<file path="src/logic/mtc_pkg.sv">
// Constants, field layout and types of the five-channel timer core
package mtc_pkg;
  localparam int NCH = 5;
  localparam int NGR = 16;
  localparam int CW  = 16;
  // Register indices on the plain port
  localparam logic [5:0] A_CNT   = 6'h00;
  localparam logic [5:0] A_GR    = 6'h08;
  localparam logic [5:0] A_GR_E  = 6'h17;
  localparam logic [5:0] A_RUN   = 6'h18;
  localparam logic [5:0] A_SYNC  = 6'h19;
  localparam logic [5:0] A_CTL   = 6'h20;
  localparam logic [5:0] A_STAT  = 6'h28;
  // Reset values
  localparam logic [15:0] CNT_RST = 16'h0000;
  localparam logic [15:0] GR_RST  = 16'hFFFF;
  localparam logic [15:0] CNT_MAX = 16'hFFFF;
  localparam logic [15:0] CTL_RST = 16'h0000;
  localparam logic [7:0]  RUN_RST = 8'h00;
  localparam logic [7:0]  SYN_RST = 8'h00;
  localparam logic [7:0]  RSV_MSK = 8'hC7;
  // Run and select bit positions of channels three and four
  localparam int CH3_BIT = 6;
  localparam int CH4_BIT = 7;
  // Channel control fields
  localparam int CF_MODE = 0;
  localparam int CF_CLR  = 3;
  localparam int CF_CAP  = 5;
  localparam int CF_INIT = 6;
  localparam int CF_BUF  = 7;
  // Status fields
  localparam int ST_UNF  = 5;
  localparam int ST_DIR  = 8;
  // General register placement per channel
  localparam logic [3:0] GR_BASE [NCH] = '{4'h0, 4'h4, 4'h6, 4'h8, 4'hC};
  localparam logic [3:0] GR_THIRD = 4'h2;
  localparam logic [3:0] GR_FOURTH = 4'h3;
  // Count clock prescale
  localparam logic [1:0] PRE_LAST = 2'h3;
  typedef enum logic [2:0] {
    MTC_NORMAL, MTC_PHASE, MTC_CASCADE, MTC_CPWM, MTC_RPWM
  } mtc_mode_t;
  typedef enum logic [1:0] {
    MTC_CLR_NONE, MTC_CLR_OWN, MTC_CLR_SYNC
  } mtc_clr_t;
endpackage

</file>
<file path="src/logic/mtc_core.sv">
// Five-channel 16-bit timer counting core with register port
`timescale 1ns/100ps
`default_nettype none
// Functional notes
// - Five independent 16-bit counters, channels zero to four.
// - Counters clear on power-on reset and standby; there is no manual reset.
// - Channels one, two count down only in phase or cascade mode.
// - Channels three, four count down only in complementary PWM; zero up.
// - Each general register is 16 bits, compare or capture.
// - Sixteen general registers: four on 0,3,4 and two on 1,2.
// - On 0,3,4 third buffers first, fourth buffers second.
// - General registers set to all ones on reset and standby.
// - Run bits: 7 channel four, 6 channel three, 2..0 channels two..zero.
// - Run register clears on reset and standby, halting all counters.
// - Clearing run during compare output stops counter; pin level kept outside PWM modes.
// - Control write while halted drives pin to configured initial level.
// - PWM modes: clearing run returns output pin to initial level.
// - Bits 5..3 of run and select registers read zero.
// - Select bits use the same layout; one means synchronous operation.
// - Synchronous channels preset together and clear with each other.
// - Select register clears on reset and standby, all independent.
// - Direction status for channels one to four: one up, zero down.
// - Overflow flag on max to zero; underflow on channels one, two.
module mtc_core
  import mtc_pkg::*;
(
  input  wire logic             clk,
  input  wire logic             sys_rst,
  input  wire logic             standby,
  input  wire logic [5:0]       addr,
  input  wire logic [15:0]      wr_data,
  input  wire logic             wr_en,
  input  wire logic             rd_en,
  output var  logic [15:0]      rd_data_r,
  input  wire logic [NCH-1:0]   phase_up,
  input  wire logic [NCH-1:0]   phase_dn,
  input  wire logic [NCH-1:0]   pin_in,
  output var  logic [NCH-1:0]   pin_out_r,
  output var  logic [NCH-1:0]   pin_oe_r
);

  // ****************************************
  // State
  // ****************************************
  logic [15:0]    cnt_r [NCH];
  logic [15:0]    cnt_nxt [NCH];
  logic [15:0]    gr_r [NGR];
  logic [15:0]    gr_nxt [NGR];
  logic [15:0]    ctl_r [NCH];
  logic [7:0]     run_r;
  logic [7:0]     sync_r;
  logic [NCH-1:0] ovf_r;
  logic [NCH-1:0] dn_r;
  logic [2:1]     unf_r;
  logic [1:0]     pre_r;
  logic [NCH-1:0] wup_r;
  logic [NCH-1:0] wdn_r;
  logic [NCH-1:0] pin_nxt;

  // ****************************************
  // Decode
  // ****************************************
  wire            rst_all = sys_rst | standby;
  wire            tick    = (pre_r == PRE_LAST);
  wire [NCH-1:0]  run5    = {run_r[CH4_BIT], run_r[CH3_BIT], run_r[2:0]};
  wire [NCH-1:0]  sync5   = {sync_r[CH4_BIT], sync_r[CH3_BIT], sync_r[2:0]};
  wire [7:0]      run_w   = wr_data[7:0] & RSV_MSK;
  wire [NCH-1:0]  run5_w  = {run_w[CH4_BIT], run_w[CH3_BIT], run_w[2:0]};
  wire            wr_run  = wr_en && (addr == A_RUN);
  wire            wr_sync = wr_en && (addr == A_SYNC);
  wire            wr_stat = wr_en && (addr == A_STAT);
  wire            wr_gr   = wr_en && (addr >= A_GR) && (addr <= A_GR_E);
  wire [3:0]      gr_idx  = 4'(addr - A_GR);
  wire [NCH-1:0]  wr_cnt_c;
  wire [NCH-1:0]  wr_ctl_c;
  wire [NCH-1:0]  run_off = wr_run ? (run5 & ~run5_w) : '0;

  for (genvar c = 0; c < NCH; c++) begin : g_dec
    assign wr_cnt_c[c] = wr_en && (addr == A_CNT + 6'(c));
    assign wr_ctl_c[c] = wr_en && (addr == A_CTL + 6'(c));
  end

  // Preset reaches every selected channel when one of them is written
  wire            sync_ld = |(wr_cnt_c & sync5);

  // ****************************************
  // Per-channel counting
  // ****************************************
  mtc_mode_t      mode [NCH];
  mtc_clr_t       csrc [NCH];
  logic [NCH-1:0] up_ev;
  logic [NCH-1:0] dn_ev;
  logic [NCH-1:0] ud_ok;
  logic [NCH-1:0] ld;
  logic [NCH-1:0] match;
  logic [NCH-1:0] cap_ev;
  logic [NCH-1:0] clr_own;
  logic [NCH-1:0] clr;
  logic [NCH-1:0] ovf_ev;
  logic [NCH-1:0] unf_ev;
  logic [NCH-1:0] dir_nxt;

  always_comb begin
    for (int c = 0; c < NCH; c++) begin
      mode[c] = mtc_mode_t'(ctl_r[c][CF_MODE +: 3]);
      csrc[c] = mtc_clr_t'(ctl_r[c][CF_CLR +: 2]);
      dir_nxt[c] = dn_r[c];
      up_ev[c] = 1'b0;
      dn_ev[c] = 1'b0;
      ud_ok[c] = 1'b0;
      if (c == 1 || c == 2) begin
        ud_ok[c] = (mode[c] == MTC_PHASE) || (mode[c] == MTC_CASCADE);
      end else if (c >= 3) begin
        ud_ok[c] = (mode[c] == MTC_CPWM);
      end
      match[c] = (cnt_r[c] == gr_r[GR_BASE[c]]);
      if (ud_ok[c] && mode[c] == MTC_PHASE) begin
        up_ev[c] = phase_up[c] & ~phase_dn[c];
        dn_ev[c] = phase_dn[c] & ~phase_up[c];
      end else if (ud_ok[c] && mode[c] == MTC_CASCADE) begin
        // Registered wraps of the neighbour, so no loop between channels
        up_ev[c] = (c == 1) ? wup_r[2] : wup_r[0];
        dn_ev[c] = (c == 1) ? wdn_r[2] : 1'b0;
      end else if (ud_ok[c]) begin
        // Triangle between zero and the first general register
        if (tick) begin
          if (!dn_r[c] && match[c]) begin
            dir_nxt[c] = 1'b1;
          end else if (dn_r[c] && cnt_r[c] == CNT_RST) begin
            dir_nxt[c] = 1'b0;
          end
          up_ev[c] = !dir_nxt[c];
          dn_ev[c] = dir_nxt[c];
        end
      end else begin
        up_ev[c] = tick;
        dir_nxt[c] = 1'b0;
      end
      up_ev[c] = up_ev[c] & run5[c];
      dn_ev[c] = dn_ev[c] & run5[c] & ud_ok[c];
      if (up_ev[c] && !dn_ev[c]) begin
        dir_nxt[c] = 1'b0;
      end else if (dn_ev[c]) begin
        dir_nxt[c] = 1'b1;
      end
      cap_ev[c] = run5[c] & ctl_r[c][CF_CAP] & pin_in[c];
      clr_own[c] = (csrc[c] == MTC_CLR_OWN) &&
                   (ctl_r[c][CF_CAP] ? cap_ev[c] : (match[c] & up_ev[c]));
      ld[c] = wr_cnt_c[c] | (sync_ld & sync5[c]);
    end
    for (int c = 0; c < NCH; c++) begin
      // Follows any other selected channel that clears itself
      clr[c] = clr_own[c] | ((csrc[c] == MTC_CLR_SYNC) && sync5[c] &&
               run5[c] && |(clr_own & sync5));
      ovf_ev[c] = up_ev[c] && (cnt_r[c] == CNT_MAX) && !ld[c] && !clr[c];
      unf_ev[c] = dn_ev[c] && (cnt_r[c] == CNT_RST) && !ld[c] && !clr[c];
      if (ld[c]) begin
        cnt_nxt[c] = wr_data;
      end else if (clr[c]) begin
        cnt_nxt[c] = CNT_RST;
      end else if (dn_ev[c]) begin
        cnt_nxt[c] = cnt_r[c] - 16'h0001;
      end else if (up_ev[c]) begin
        cnt_nxt[c] = cnt_r[c] + 16'h0001;
      end else begin
        cnt_nxt[c] = cnt_r[c];
      end
    end
  end

  // ****************************************
  // General registers, capture and buffers
  // ****************************************
  always_comb begin
    for (int g = 0; g < NGR; g++) begin
      gr_nxt[g] = gr_r[g];
    end
    for (int c = 0; c < NCH; c++) begin
      if (cap_ev[c]) begin
        gr_nxt[GR_BASE[c]] = cnt_r[c];
        if (c != 1 && c != 2 && ctl_r[c][CF_BUF]) begin
          gr_nxt[GR_BASE[c] + GR_THIRD] = gr_r[GR_BASE[c]];
        end
      end else if (!ctl_r[c][CF_CAP] && match[c] && run5[c] &&
                   c != 1 && c != 2 && ctl_r[c][CF_BUF]) begin
        // Buffered compare: reload first and second from third and fourth
        gr_nxt[GR_BASE[c]] = gr_r[GR_BASE[c] + GR_THIRD];
        gr_nxt[GR_BASE[c] + 4'h1] = gr_r[GR_BASE[c] + GR_FOURTH];
      end
    end
    if (wr_gr) begin
      gr_nxt[gr_idx] = wr_data;
    end
  end

  // ****************************************
  // Pin output level
  // ****************************************
  always_comb begin
    for (int c = 0; c < NCH; c++) begin
      pin_nxt[c] = pin_out_r[c];
      if (wr_ctl_c[c] && !run5[c]) begin
        pin_nxt[c] = wr_data[CF_INIT];
      end else if (run_off[c] && !ctl_r[c][CF_CAP] &&
                   (mode[c] == MTC_CPWM || mode[c] == MTC_RPWM)) begin
        pin_nxt[c] = ctl_r[c][CF_INIT];
      end else if (!ctl_r[c][CF_CAP] && match[c] && (up_ev[c] | dn_ev[c])) begin
        pin_nxt[c] = ~pin_out_r[c];
      end
    end
  end

  // ****************************************
  // Registers
  // ****************************************
  // Standby clears all but the read data; there is no manual reset input by design
  always_ff @(posedge clk) begin
    if (rst_all) begin
      for (int c = 0; c < NCH; c++) begin
        cnt_r[c] <= CNT_RST;
        ctl_r[c] <= CTL_RST;
      end
      for (int g = 0; g < NGR; g++) begin
        gr_r[g] <= GR_RST;
      end
      run_r  <= RUN_RST;
      sync_r <= SYN_RST;
      pre_r  <= '0;
      pin_out_r <= '0;
      pin_oe_r  <= '0;
    end else begin
      cnt_r <= cnt_nxt;
      gr_r  <= gr_nxt;
      pre_r <= tick ? '0 : pre_r + 2'h1;
      pin_out_r <= pin_nxt;
      for (int c = 0; c < NCH; c++) begin
        if (wr_ctl_c[c]) begin
          ctl_r[c] <= wr_data;
        end
        pin_oe_r[c] <= !ctl_r[c][CF_CAP];
      end
      if (wr_run) begin
        run_r <= run_w;
      end
      if (wr_sync) begin
        sync_r <= wr_data[7:0] & RSV_MSK;
      end
    end
  end

  // Flags: a wrap in the clearing cycle wins over the zero write
  always_ff @(posedge clk) begin
    if (rst_all) begin
      ovf_r <= '0;
      unf_r <= '0;
      dn_r  <= '0;
      wup_r <= '0;
      wdn_r <= '0;
    end else begin
      ovf_r <= ovf_ev | (ovf_r & ~(wr_stat ? ~wr_data[4:0] : 5'h00));
      unf_r <= unf_ev[2:1] |
               (unf_r & ~(wr_stat ? ~wr_data[ST_UNF +: 2] : 2'h0));
      dn_r  <= dir_nxt;
      wup_r <= ovf_ev;
      wdn_r <= unf_ev;
    end
  end

  // ****************************************
  // Read port
  // ****************************************
  wire [15:0] stat_w = {4'h0, ~dn_r[4:1], 1'b0, unf_r, ovf_r};
  logic [15:0] rd_sel;

  always_comb begin
    rd_sel = 16'h0000;
    for (int c = 0; c < NCH; c++) begin
      if (addr == A_CNT + 6'(c)) begin
        rd_sel = cnt_r[c];
      end
      if (addr == A_CTL + 6'(c)) begin
        rd_sel = ctl_r[c];
      end
    end
    if (addr >= A_GR && addr <= A_GR_E) begin
      rd_sel = gr_r[gr_idx];
    end
    if (addr == A_RUN) begin
      rd_sel = {8'h00, run_r};
    end
    if (addr == A_SYNC) begin
      rd_sel = {8'h00, sync_r};
    end
    if (addr == A_STAT) begin
      rd_sel = stat_w;
    end
  end

  always_ff @(posedge clk) begin
    if (sys_rst) begin
      rd_data_r <= 16'h0000;
    end else begin
      rd_data_r <= rd_en ? rd_sel : 16'h0000;
    end
  end
endmodule // mtc_core
`default_nettype wire

</file>
<file path="config.mk">
export PLATFORM = sky130hd
export DESIGN_NAME = mtc_core
export DESIGN_NICKNAME = d
export VERILOG_FILES = /design/src/logic/mtc_pkg.sv /design/src/logic/mtc_core.sv
export SDC_FILE = /design/constraint.sdc
export NUM_CORES = 1
export LEC_CHECK = 0
export BUFFER_PORTS_ARGS = -buffer_cell sky130_fd_sc_hd__buf_2
export CELL_PAD_IN_SITES_DETAIL_PLACEMENT = 1
export CELL_PAD_IN_SITES_GLOBAL_PLACEMENT = 1
export CORE_MARGIN = 5
export CORE_UTILIZATION = 40
export DETAILED_ROUTE_END_ITERATION = 10
export PLACE_DENSITY_LB_ADDON = 0.1
export SLEW_MARGIN = 25
export SYNTH_ARGS = -nofsm -noshare
export SYNTH_HDL_FRONTEND = slang
export SYNTH_SLANG_ARGS = --single-unit
</file>
<file path="constraint.sdc">
create_clock -name clk -period 5.2 [get_ports clk]
set_clock_uncertainty 0.2 [all_clocks]
set_input_delay 1.04 -clock clk [delete_from_list [all_inputs] [get_ports clk]]
set_output_delay 1.04 -clock clk [all_outputs]
set_load 0.005 [all_outputs]
</file>
==> results.md, run 1 <==
- Among all cell types in the netlist, the one instantiated most often is sky130_fd_sc_hd__nand2_1.
- After clock tree synthesis, the clock-pin slew on the worst setup and hold paths is 60 ps.
- In this run the worst path has a maximum fanout of 13.
- Entering global routing, the biggest net connects about 170 pins.
- After synthesis, the cell types taking the most area are sky130_fd_sc_hd__dfxtp_1, sky130_fd_sc_hd__nand2_1, sky130_fd_sc_hd__edfxtp_1, sky130_fd_sc_hd__mux4_2, sky130_fd_sc_hd__o21ai_0.
- After detailed routing, the number of remaining DRC violations is 0.
- The synthesized flop and latch total is 468.
- The synthesized area is 0.0270 mm².
- The die covers roughly 0.073 mm².
- Setup violations remaining at the end of the flow were counted as 0.
- The clock network power share is between 40% and 50%.
- The peak supply drop is approximately 0.24 mV.
- The delay of the slowest cell on the worst path is approximately 590 ps.
- The die is roughly 270 µm wide.
- Based on the critical path, the design can be clocked at up to ~210 MHz.
- The post-CTS setup repair buffer count is 0.
- For this run the aggregate overflow at the end of global routing stands at 0.
- Combinational logic burns around 5% of the power.
- The overall routed net length is 118,000 µm.
- The count of placed standard cells in the final layout, fillers left out is 4,128.
- The master of the slowest instance on the critical path is sky130_fd_sc_hd__dfxtp_1.
- The category of the worst setup path launch point is a register.
- The routed wirelength normalized by instance count is ~29 µm.
- After routing, the total negative slack on setup checks comes to 0 ps.
- The kind of end point of the critical path is a register.
- The main flop type after synthesis is sky130_fd_sc_hd__dfxtp_1.
- The data required time at the worst endpoint is around 5500 ps.
- The arrival time of the worst setup path is roughly 5100 ps.
- Dividing total power by cell area gives a power density of between 200 and 300 mW/mm².
- The vertical die dimension is roughly 270 µm.
- The fraction of layout cells with a size suffix above 1 is about 12%.
- The total of max-cap violations is 0.
- The later pin in the worst-skew pair is clocked with a latency of between 600 and 700 ps.
- For this block, the via count after detailed routing is 26,100.
- The last weighted congestion value of the routability-driven placer is between 0.9 and 1.
- The tightest min-delay check is of the reg -> reg type.
- The net count of the finished layout is 3,312.
- The critical path is of the reg -> reg type.
- The switching power as a share of total power is between 20% and 30%.
- Fill cells in the final layout number roughly 8,000.
- Setup repair after global routing left no endpoint under its margin.
- The average vias per placed instance is 6.32.
- The initial antenna violation count was 5.
- Synthesis produced roughly 3,200 cells.
- The synthesized design devotes to its leading area cell type 28.7% of total area.
- The analysis attributes to cell leakage a power of around 12 nW.
- The critical path goes through xnor2_1, nand4_1, nor4_2, buf_4, o21ba_2, nand2_1, inv_1, buf_4, ha_1, nand2_1, o21ai_0, o22ai_1, o21ai_0, o41ai_2, o21ai_0, a2111o_1, a21oi_1, o31ai_1.
- When the netlist entered floorplanning its net count stood at about 3,300.
- After synthesis, flip-flops and latches occupy between 30% and 40% of the total area.
- The synthesized area per cell is ~8.3 µm².
- In this design, the critical path's most frequently occurring cell is sky130_fd_sc_hd__o21ai_0.
- The internal power component is between 6 and 7 mW.
- The area added between synthesis and finish is 11.9%.
- The final count of pins violating max slew is 0.
- By count the netlist is led by sky130_fd_sc_hd__nand2_1, sky130_fd_sc_hd__dfxtp_1, sky130_fd_sc_hd__o21ai_0.
- The count of final hold-check violations came to 0.
- In the synthesized netlist the async set-or-reset flop fraction comes to 0%.
- The flow ran to the end, and the final reports show no timing, DRC or antenna violations.
- The first-pass GRT wire length is 175,000 µm.
- The TritonCTS clock tree is yes.
- The via count of the first global-routing pass is 26,000.
- In the finished design, the share of the clock period the worst path needs comes to between 90% and 100%.
- The remaining max-slew budget at the tightest pin is around a third.
- The core outline area is approximately 0.067 mm².
- The share of total power in sequential cells is between 40% and 50%.
- The first-pass detailed-route iteration total is 6.
- The sum of net half-perimeters after detailed placement is between 80,000 and 90,000 µm.
- The worst path needs a little under 5000 ps of the cycle, external delays included.
- After floorplanning, the core was divided into 95 placement rows.
- The actual slew at the worst max-slew pin is just over 1000 ps.
- During I/O placement, the number of pins put on the boundary was 68.
- For this configuration, the core starts out at a cell density of 40.3%.
- The number of port buffers is 61.
- The number of hold buffers added after CTS is 0.
- The dominant cell type by area after synthesis is sky130_fd_sc_hd__dfxtp_1.
- Once detail routing completed, the nets flagged for antenna violations numbered 0.
- Clock tree synthesis inserted a total of 55 buffers.
- The clock sink count is 468.
- The initial DRC count is 2,670.
- The deepest level of the CTS H-tree is 2.
- The number of gates resized after cts is 0.
- The number of placed instances, taps included, is approximately 4,000.
- The analysis attributes to net switching a power of 2.08 mW.
- The master cell of the clock root buffer is sky130_fd_sc_hd__clkbuf_16.
- The overall global routing resource usage is approximately 31%.
- The number of synthesized flops with an enable pin is 80.
- Yosys printed 0 warnings.
- The count of different cell masters after synthesis is 84.
- The number of buffers between clock root and the deepest sink is 3.
==> placed cells by master (no fill, tap or decap), types with 30 or more instances in the layout <==
cell / instances
sky130_fd_sc_hd__inv_1: 53
sky130_fd_sc_hd__buf_2: 59
sky130_fd_sc_hd__nand3_1: 206
sky130_fd_sc_hd__a22oi_1: 48
sky130_fd_sc_hd__mux2i_1: 103
sky130_fd_sc_hd__o211ai_1: 76
sky130_fd_sc_hd__nand2_1: 721
sky130_fd_sc_hd__xnor2_1: 99
sky130_fd_sc_hd__ha_1: 58
sky130_fd_sc_hd__a221oi_1: 33
sky130_fd_sc_hd__clkbuf_16: 57
sky130_fd_sc_hd__nor2_1: 171
sky130_fd_sc_hd__and2_1: 30
sky130_fd_sc_hd__nor4_1: 31
sky130_fd_sc_hd__buf_4: 111
sky130_fd_sc_hd__nor3_1: 37
sky130_fd_sc_hd__o21ai_0: 232
sky130_fd_sc_hd__a21oi_1: 137
sky130_fd_sc_hd__dfxtp_1: 388
sky130_fd_sc_hd__mux4_2: 82
sky130_fd_sc_hd__edfxtp_1: 80
sky130_fd_sc_hd__nand4_1: 45
sky130_fd_sc_hd__xor2_1: 49
==> through the flow <==
step | hold WS, ps | setup WS (ps) | util [%] | area (µm²) | total power, mW
finish | 225 | 350 | 45.1 | 30300 | 8.36
global route | 247 | 38.8 | 45.1 | 30300 | 8.57
CTS | 233 | 95.0 | 45.0 | 30200 | 8.38
detailed placement | 224 | 121 | 42.2 | 28300 | 4.27
global placement | 214 | 248 | 42.1 | 28300 | 4.26
floorplan | 204 | 839 | - | 27000 | 4.06
==> area by class of cell <==
class,instances,area [µm²],area share [%]
multi-input cells,2458,15700,51.9
flip-flops and latches,468,10200,33.6
clock buffers,75,1590,5.27
repair buffers,172,1170,3.86
well taps,873,1090,3.61
clock inverters,27,324,1.07
inverters,53,199,0.657
diodes,2,5.00,0.0165
==> path summary, 6_finish.rpt <==
kind	from	endpoint	slack (ps)	cells past startpoint
max	cnt_r[9]	cnt_r[15]	350	18
min	pre_r[0]	pre_r[0]	230	1
max reg2reg	cnt_r[9]	cnt_r[15]	350	18
min reg2reg	pre_r[0]	pre_r[0]	230	1
==> per-layer routing <==
| metal | share of wire, % | track usage (%) | vias to the layer above |
|---|---|---|---|
| li1 | - | - | 11500 |
| met1 | 43 | 43.8 | 13200 |
| met2 | 44 | 48.4 | 1126 |
| met3 | 8.1 | 4.78 | 246 |
| met4 | 4.7 | 12.8 | 4 |
| met5 | 0.023 | 0 | - |
==> logic make-up (layout without fill, tap and decap cells) <==
family / Yosys count / after routing / share of synthesized area, %
simple gates: 1373 / 1373 / 22.7
mux: 187 / 187 / 10.7
other cells: 0 / 2 / 0
flops: 468 / 468 / 37.6
fa+ha+maj: 62 / 62 / 2.98
compound gates: 688 / 688 / 16.6
buf+inv: 314 / 327 / 4.56
xor+xnor: 148 / 148 / 4.79
==> critical path, delay by kind of cell, from the launching register on <==
family	cells	cell delay, ps
buffers and inverters	3	540
AO/OA/AOI/OAI	9	2210
adder cells (fa/ha/maj)	1	310
XOR/XNOR	1	170
flip-flops	1	590
AND/OR/NAND/NOR	4	700
==> power by group through the flow <==
stage / Sequential [mW] / Clock [mW] / Combinational [mW]
finish: 3.77 / 4.16 / 0.429
global route: 3.78 / 4.35 / 0.444
floorplan: 3.83 / 0 / 0.233
detailed placement: 3.85 / 0 / 0.418
global placement: 3.85 / 0 / 0.410
CTS: 3.77 / 4.19 / 0.420
Note: power is estimated with default switching activity, not from simulation.
==> run 2, diff against run 1 <==
--- a/config.mk
+++ b/config.mk
@@ -12,6 +12,7 @@
 export CORE_UTILIZATION = 40
 export DETAILED_ROUTE_END_ITERATION = 10
 export PLACE_DENSITY_LB_ADDON = 0.1
+export RECOVER_POWER = 25
 export SLEW_MARGIN = 25
 export SYNTH_ARGS = -nofsm -noshare
 export SYNTH_HDL_FRONTEND = slang
==> constraint.sdc (replaced) <==
create_clock -name clk -period 5.64 [get_ports clk]
set_clock_uncertainty 0.2 [all_clocks]
set_input_delay 1.128 -clock clk [delete_from_list [all_inputs] [get_ports clk]]
set_output_delay 1.128 -clock clk [all_outputs]
set_load 0.005 [all_outputs]
==> run 2 against run 1 <==
Net effect:
- clock power decreased by 7.2%
- fmax is 4.7% lower
- largest cell class unchanged
- the flow now finishes with violations (max-capacitance violations, max-slew violations)
- register-to-register slack improved by 200 ps
- critical path depth decreased by 1
- cell count shrank 0.22%
- critical endpoint unchanged
- non-clock buffer count down 10
- sequential cell count unchanged
- die area unchanged
- worst hold slack improved by 4.5 ps
==> results.md, run 2 (synthesized netlist as in run 1, its figures left out) <==
- During placement, the flow inserted port buffers numbering about 60.
- The met1 track demand over resource is approximately 45%.
- The last weighted congestion value of the routability-driven placer is 0.946.
- The delay of the slowest cell on the worst path is a little under 700 ps.
- The final setup slack of the worst path is between 500 and 600 ps.
- Compared with the post-synthesis result, the final layout area differs by 11.5%.
- STA classifies the critical path endpoint as a register.
- The clock sink count is 468.
- At the pin with the least slew margin, the transition time is 2750 ps.
- The overall overflow remaining after global route is 0.
- The met2 usage is 49.2%.
- Max-cap violations in this run came to 2.
- STA puts the critical path data required time at about 6000 ps.
- The first global-routing pass estimated between 150,000 and 200,000 µm of wire.
- The TritonCTS clock tree is yes.
- The met3 track demand over resource in global routing is 4.75%.
- The vertical die dimension is roughly 270 µm.
- The floorplan step set the die width to between 200 and 300 µm.
- In this run the core area contains 95 standard-cell rows.
- The maximum fanout encountered on the critical timing path is 7.
- Detailed placement finished with a half-perimeter wire length of 82,500 µm.
- After global routing, the most crowded layer is met2.
- The fraction of layout cells with a size suffix above 1 is a little over a tenth.
- The number of buffers between clock root and the deepest sink is 3.
- The initial utilization of the core area, before any placement, comes to between 40 and 50%.
- The area taken by flip-flops and latches is just over 0.01 mm².
- The number of DRC violations after detailed routing is 0.
- Summing over every cut layer, the via total after detailed routing is around 26,000.
- The highest achievable clock rate is between 150 and 200 MHz.
- The clock tree synthesis step divided the H-tree into 2 levels.
- The arrival time of the worst setup path is 5400 ps.
- The first TritonRoute pass finished after 8 iterations.
- The floorplan step defined a die boundary enclosing between 0.07 and 0.08 mm².
- The number of setup buffers added after CTS is 0.
- On the critical path the largest part of the delay comes from compound AO/OA/AOI/OAI gates.
- Fill cells in the final layout number about 8,000.
- Across the VDD grid, the largest voltage drop is approximately 0.22 mV.
- For this run, the post-layout net count is between 3,000 and 4,000.
- The later pin in the worst-skew pair is clocked with a latency of about 650 ps.
- Dividing the final minimum period by the clock period gives between 90 and 100%.
- Entering global routing, the biggest net connects between 100 and 150 pins.
- The initial antenna violation count is 10.
- The setup path with the least slack is of type reg -> reg.
- The analysis attributes to cell leakage a power of roughly 12 nW.
- The flow ran to the end, but the final reports show violations.
- The slowest stage of the critical path belongs to the cell sky130_fd_sc_hd__dfxtp_1.
- The clock slew seen by the registers of the worst setup and hold paths is roughly 70 ps.
- The tightest min-delay check is of the reg -> reg type.
- The final setup violation count is 0.
- The routed wirelength normalized by instance count is approximately 30 µm.
- The critical path goes through xnor2_1, nand4_1, nor4_1, buf_4, o21ba_2, nand2_1, inv_1, ha_1, a21oi_1, o21ai_0, o22ai_1, o21ai_0, o41ai_1, o21ai_0, a2111o_1, a21oi_1, o31ai_1.
- The library cells used most frequently in the layout, excluding fill and tap cells, are sky130_fd_sc_hd__nand2_1, sky130_fd_sc_hd__dfxtp_1, sky130_fd_sc_hd__o21ai_0, sky130_fd_sc_hd__nand3_1, sky130_fd_sc_hd__nor2_1.
- In this design, the critical path's most frequently occurring cell is sky130_fd_sc_hd__o21ai_0.
- The category of the worst setup path launch point is a register.
- The core outline area is between 0.06 and 0.07 mm².
- The count of final hold-check violations is 0.
- Timing analysis after detailed placement gives a worst setup slack of between 600 and 700 ps.
- The clock period could shrink to between 5000 and 6000 ps.
- The checks that failed: max-capacitance violations, max-slew violations.
- The final count of pins violating max slew was 65.
- In the global route stage, overall resource usage came out at a little under a third.
- Setup repair after global routing left no endpoint under its margin.
- For this block, the initial DRC count from the detailed router was 2,577.
- The via count of the first global-routing pass is around 26,000.
- In this run, CTS created clock tree buffers numbering 55.
- Setup total negative slack on the finished layout was measured at 0 ps.
- The library cell used most frequently in the layout, excluding fill and tap cells, is sky130_fd_sc_hd__nand2_1.
- The critical path contains buffers and inverters numbering 2 combined.
- Pin placement for this block handled 68 I/O pins.
- The cell sitting at the root of the clock tree is a sky130_fd_sc_hd__clkbuf_16.
- The worst pin sits at a relative slew slack of -83.5%.
- The average vias per placed instance is between 6 and 7.
- The power per unit of standard cell area is 256 mW/mm².
- The overall routed net length is around 120,000 µm.
- The multi-input combinational cells in the finished layout cover a total of ~0.016 mm².
- After clock tree synthesis, the flow added hold-fix buffers numbering 0.
- The number of gates resized after cts is 0.
- The count of nets left with antenna violations once routing finished came out at 0.
## run 2: layout make-up
cell class / count / area share (%)
Clock inverter: 15 / 0.714
Tap cell: 873 / 3.62
Multi-Input combinational cell: 2458 / 52.0
Inverter: 53 / 0.660
Antenna cell: 1 / 0.00830
Clock buffer: 89 / 5.73
Timing Repair Buffer: 162 / 3.58
Sequential cell: 468 / 33.7
## run 2: worst paths after layout
path	endpoint	startpoint	depth (start not counted)	slack, ps
worst max-delay path	cnt_r[15]	cnt_r[10]	17	550
worst min-delay path	pre_r[0]	pre_r[0]	1	230
worst max register to register	cnt_r[15]	cnt_r[10]	17	550
worst min register to register	pre_r[0]	pre_r[0]	1	230
## run 2: power by group
group          switching (mW)  internal, mW
Clock                    1.58          2.28
Combinational           0.302        0.0924
Sequential             0.0406          3.44
## run 2: metal layers
layer  vias up  wire length, µm
met1     13300            52900
met3       234             9230
met2      1087            52800
met5         -               47
met4         8             5290
li1      11500                -
## run 2: metrics by stage
| stage | utilization [%] | instances | total power, mW | hold WS [ps] | cell area (µm²) |
|---|---|---|---|---|---|
| final | 44.9 | 4119 | 7.73 | 229 | 30200 |
| after global routing | 44.9 | 4118 | 7.94 | 250 | 30200 |
| after CTS | 45.0 | 4118 | 7.76 | 235 | 30200 |
| after detailed placement | 42.1 | 4014 | 3.94 | 221 | 28300 |
| after global placement | 42.0 | 4013 | 3.93 | 214 | 28200 |
| after floorplan | - | 3240 | 3.75 | 204 | 27000 |
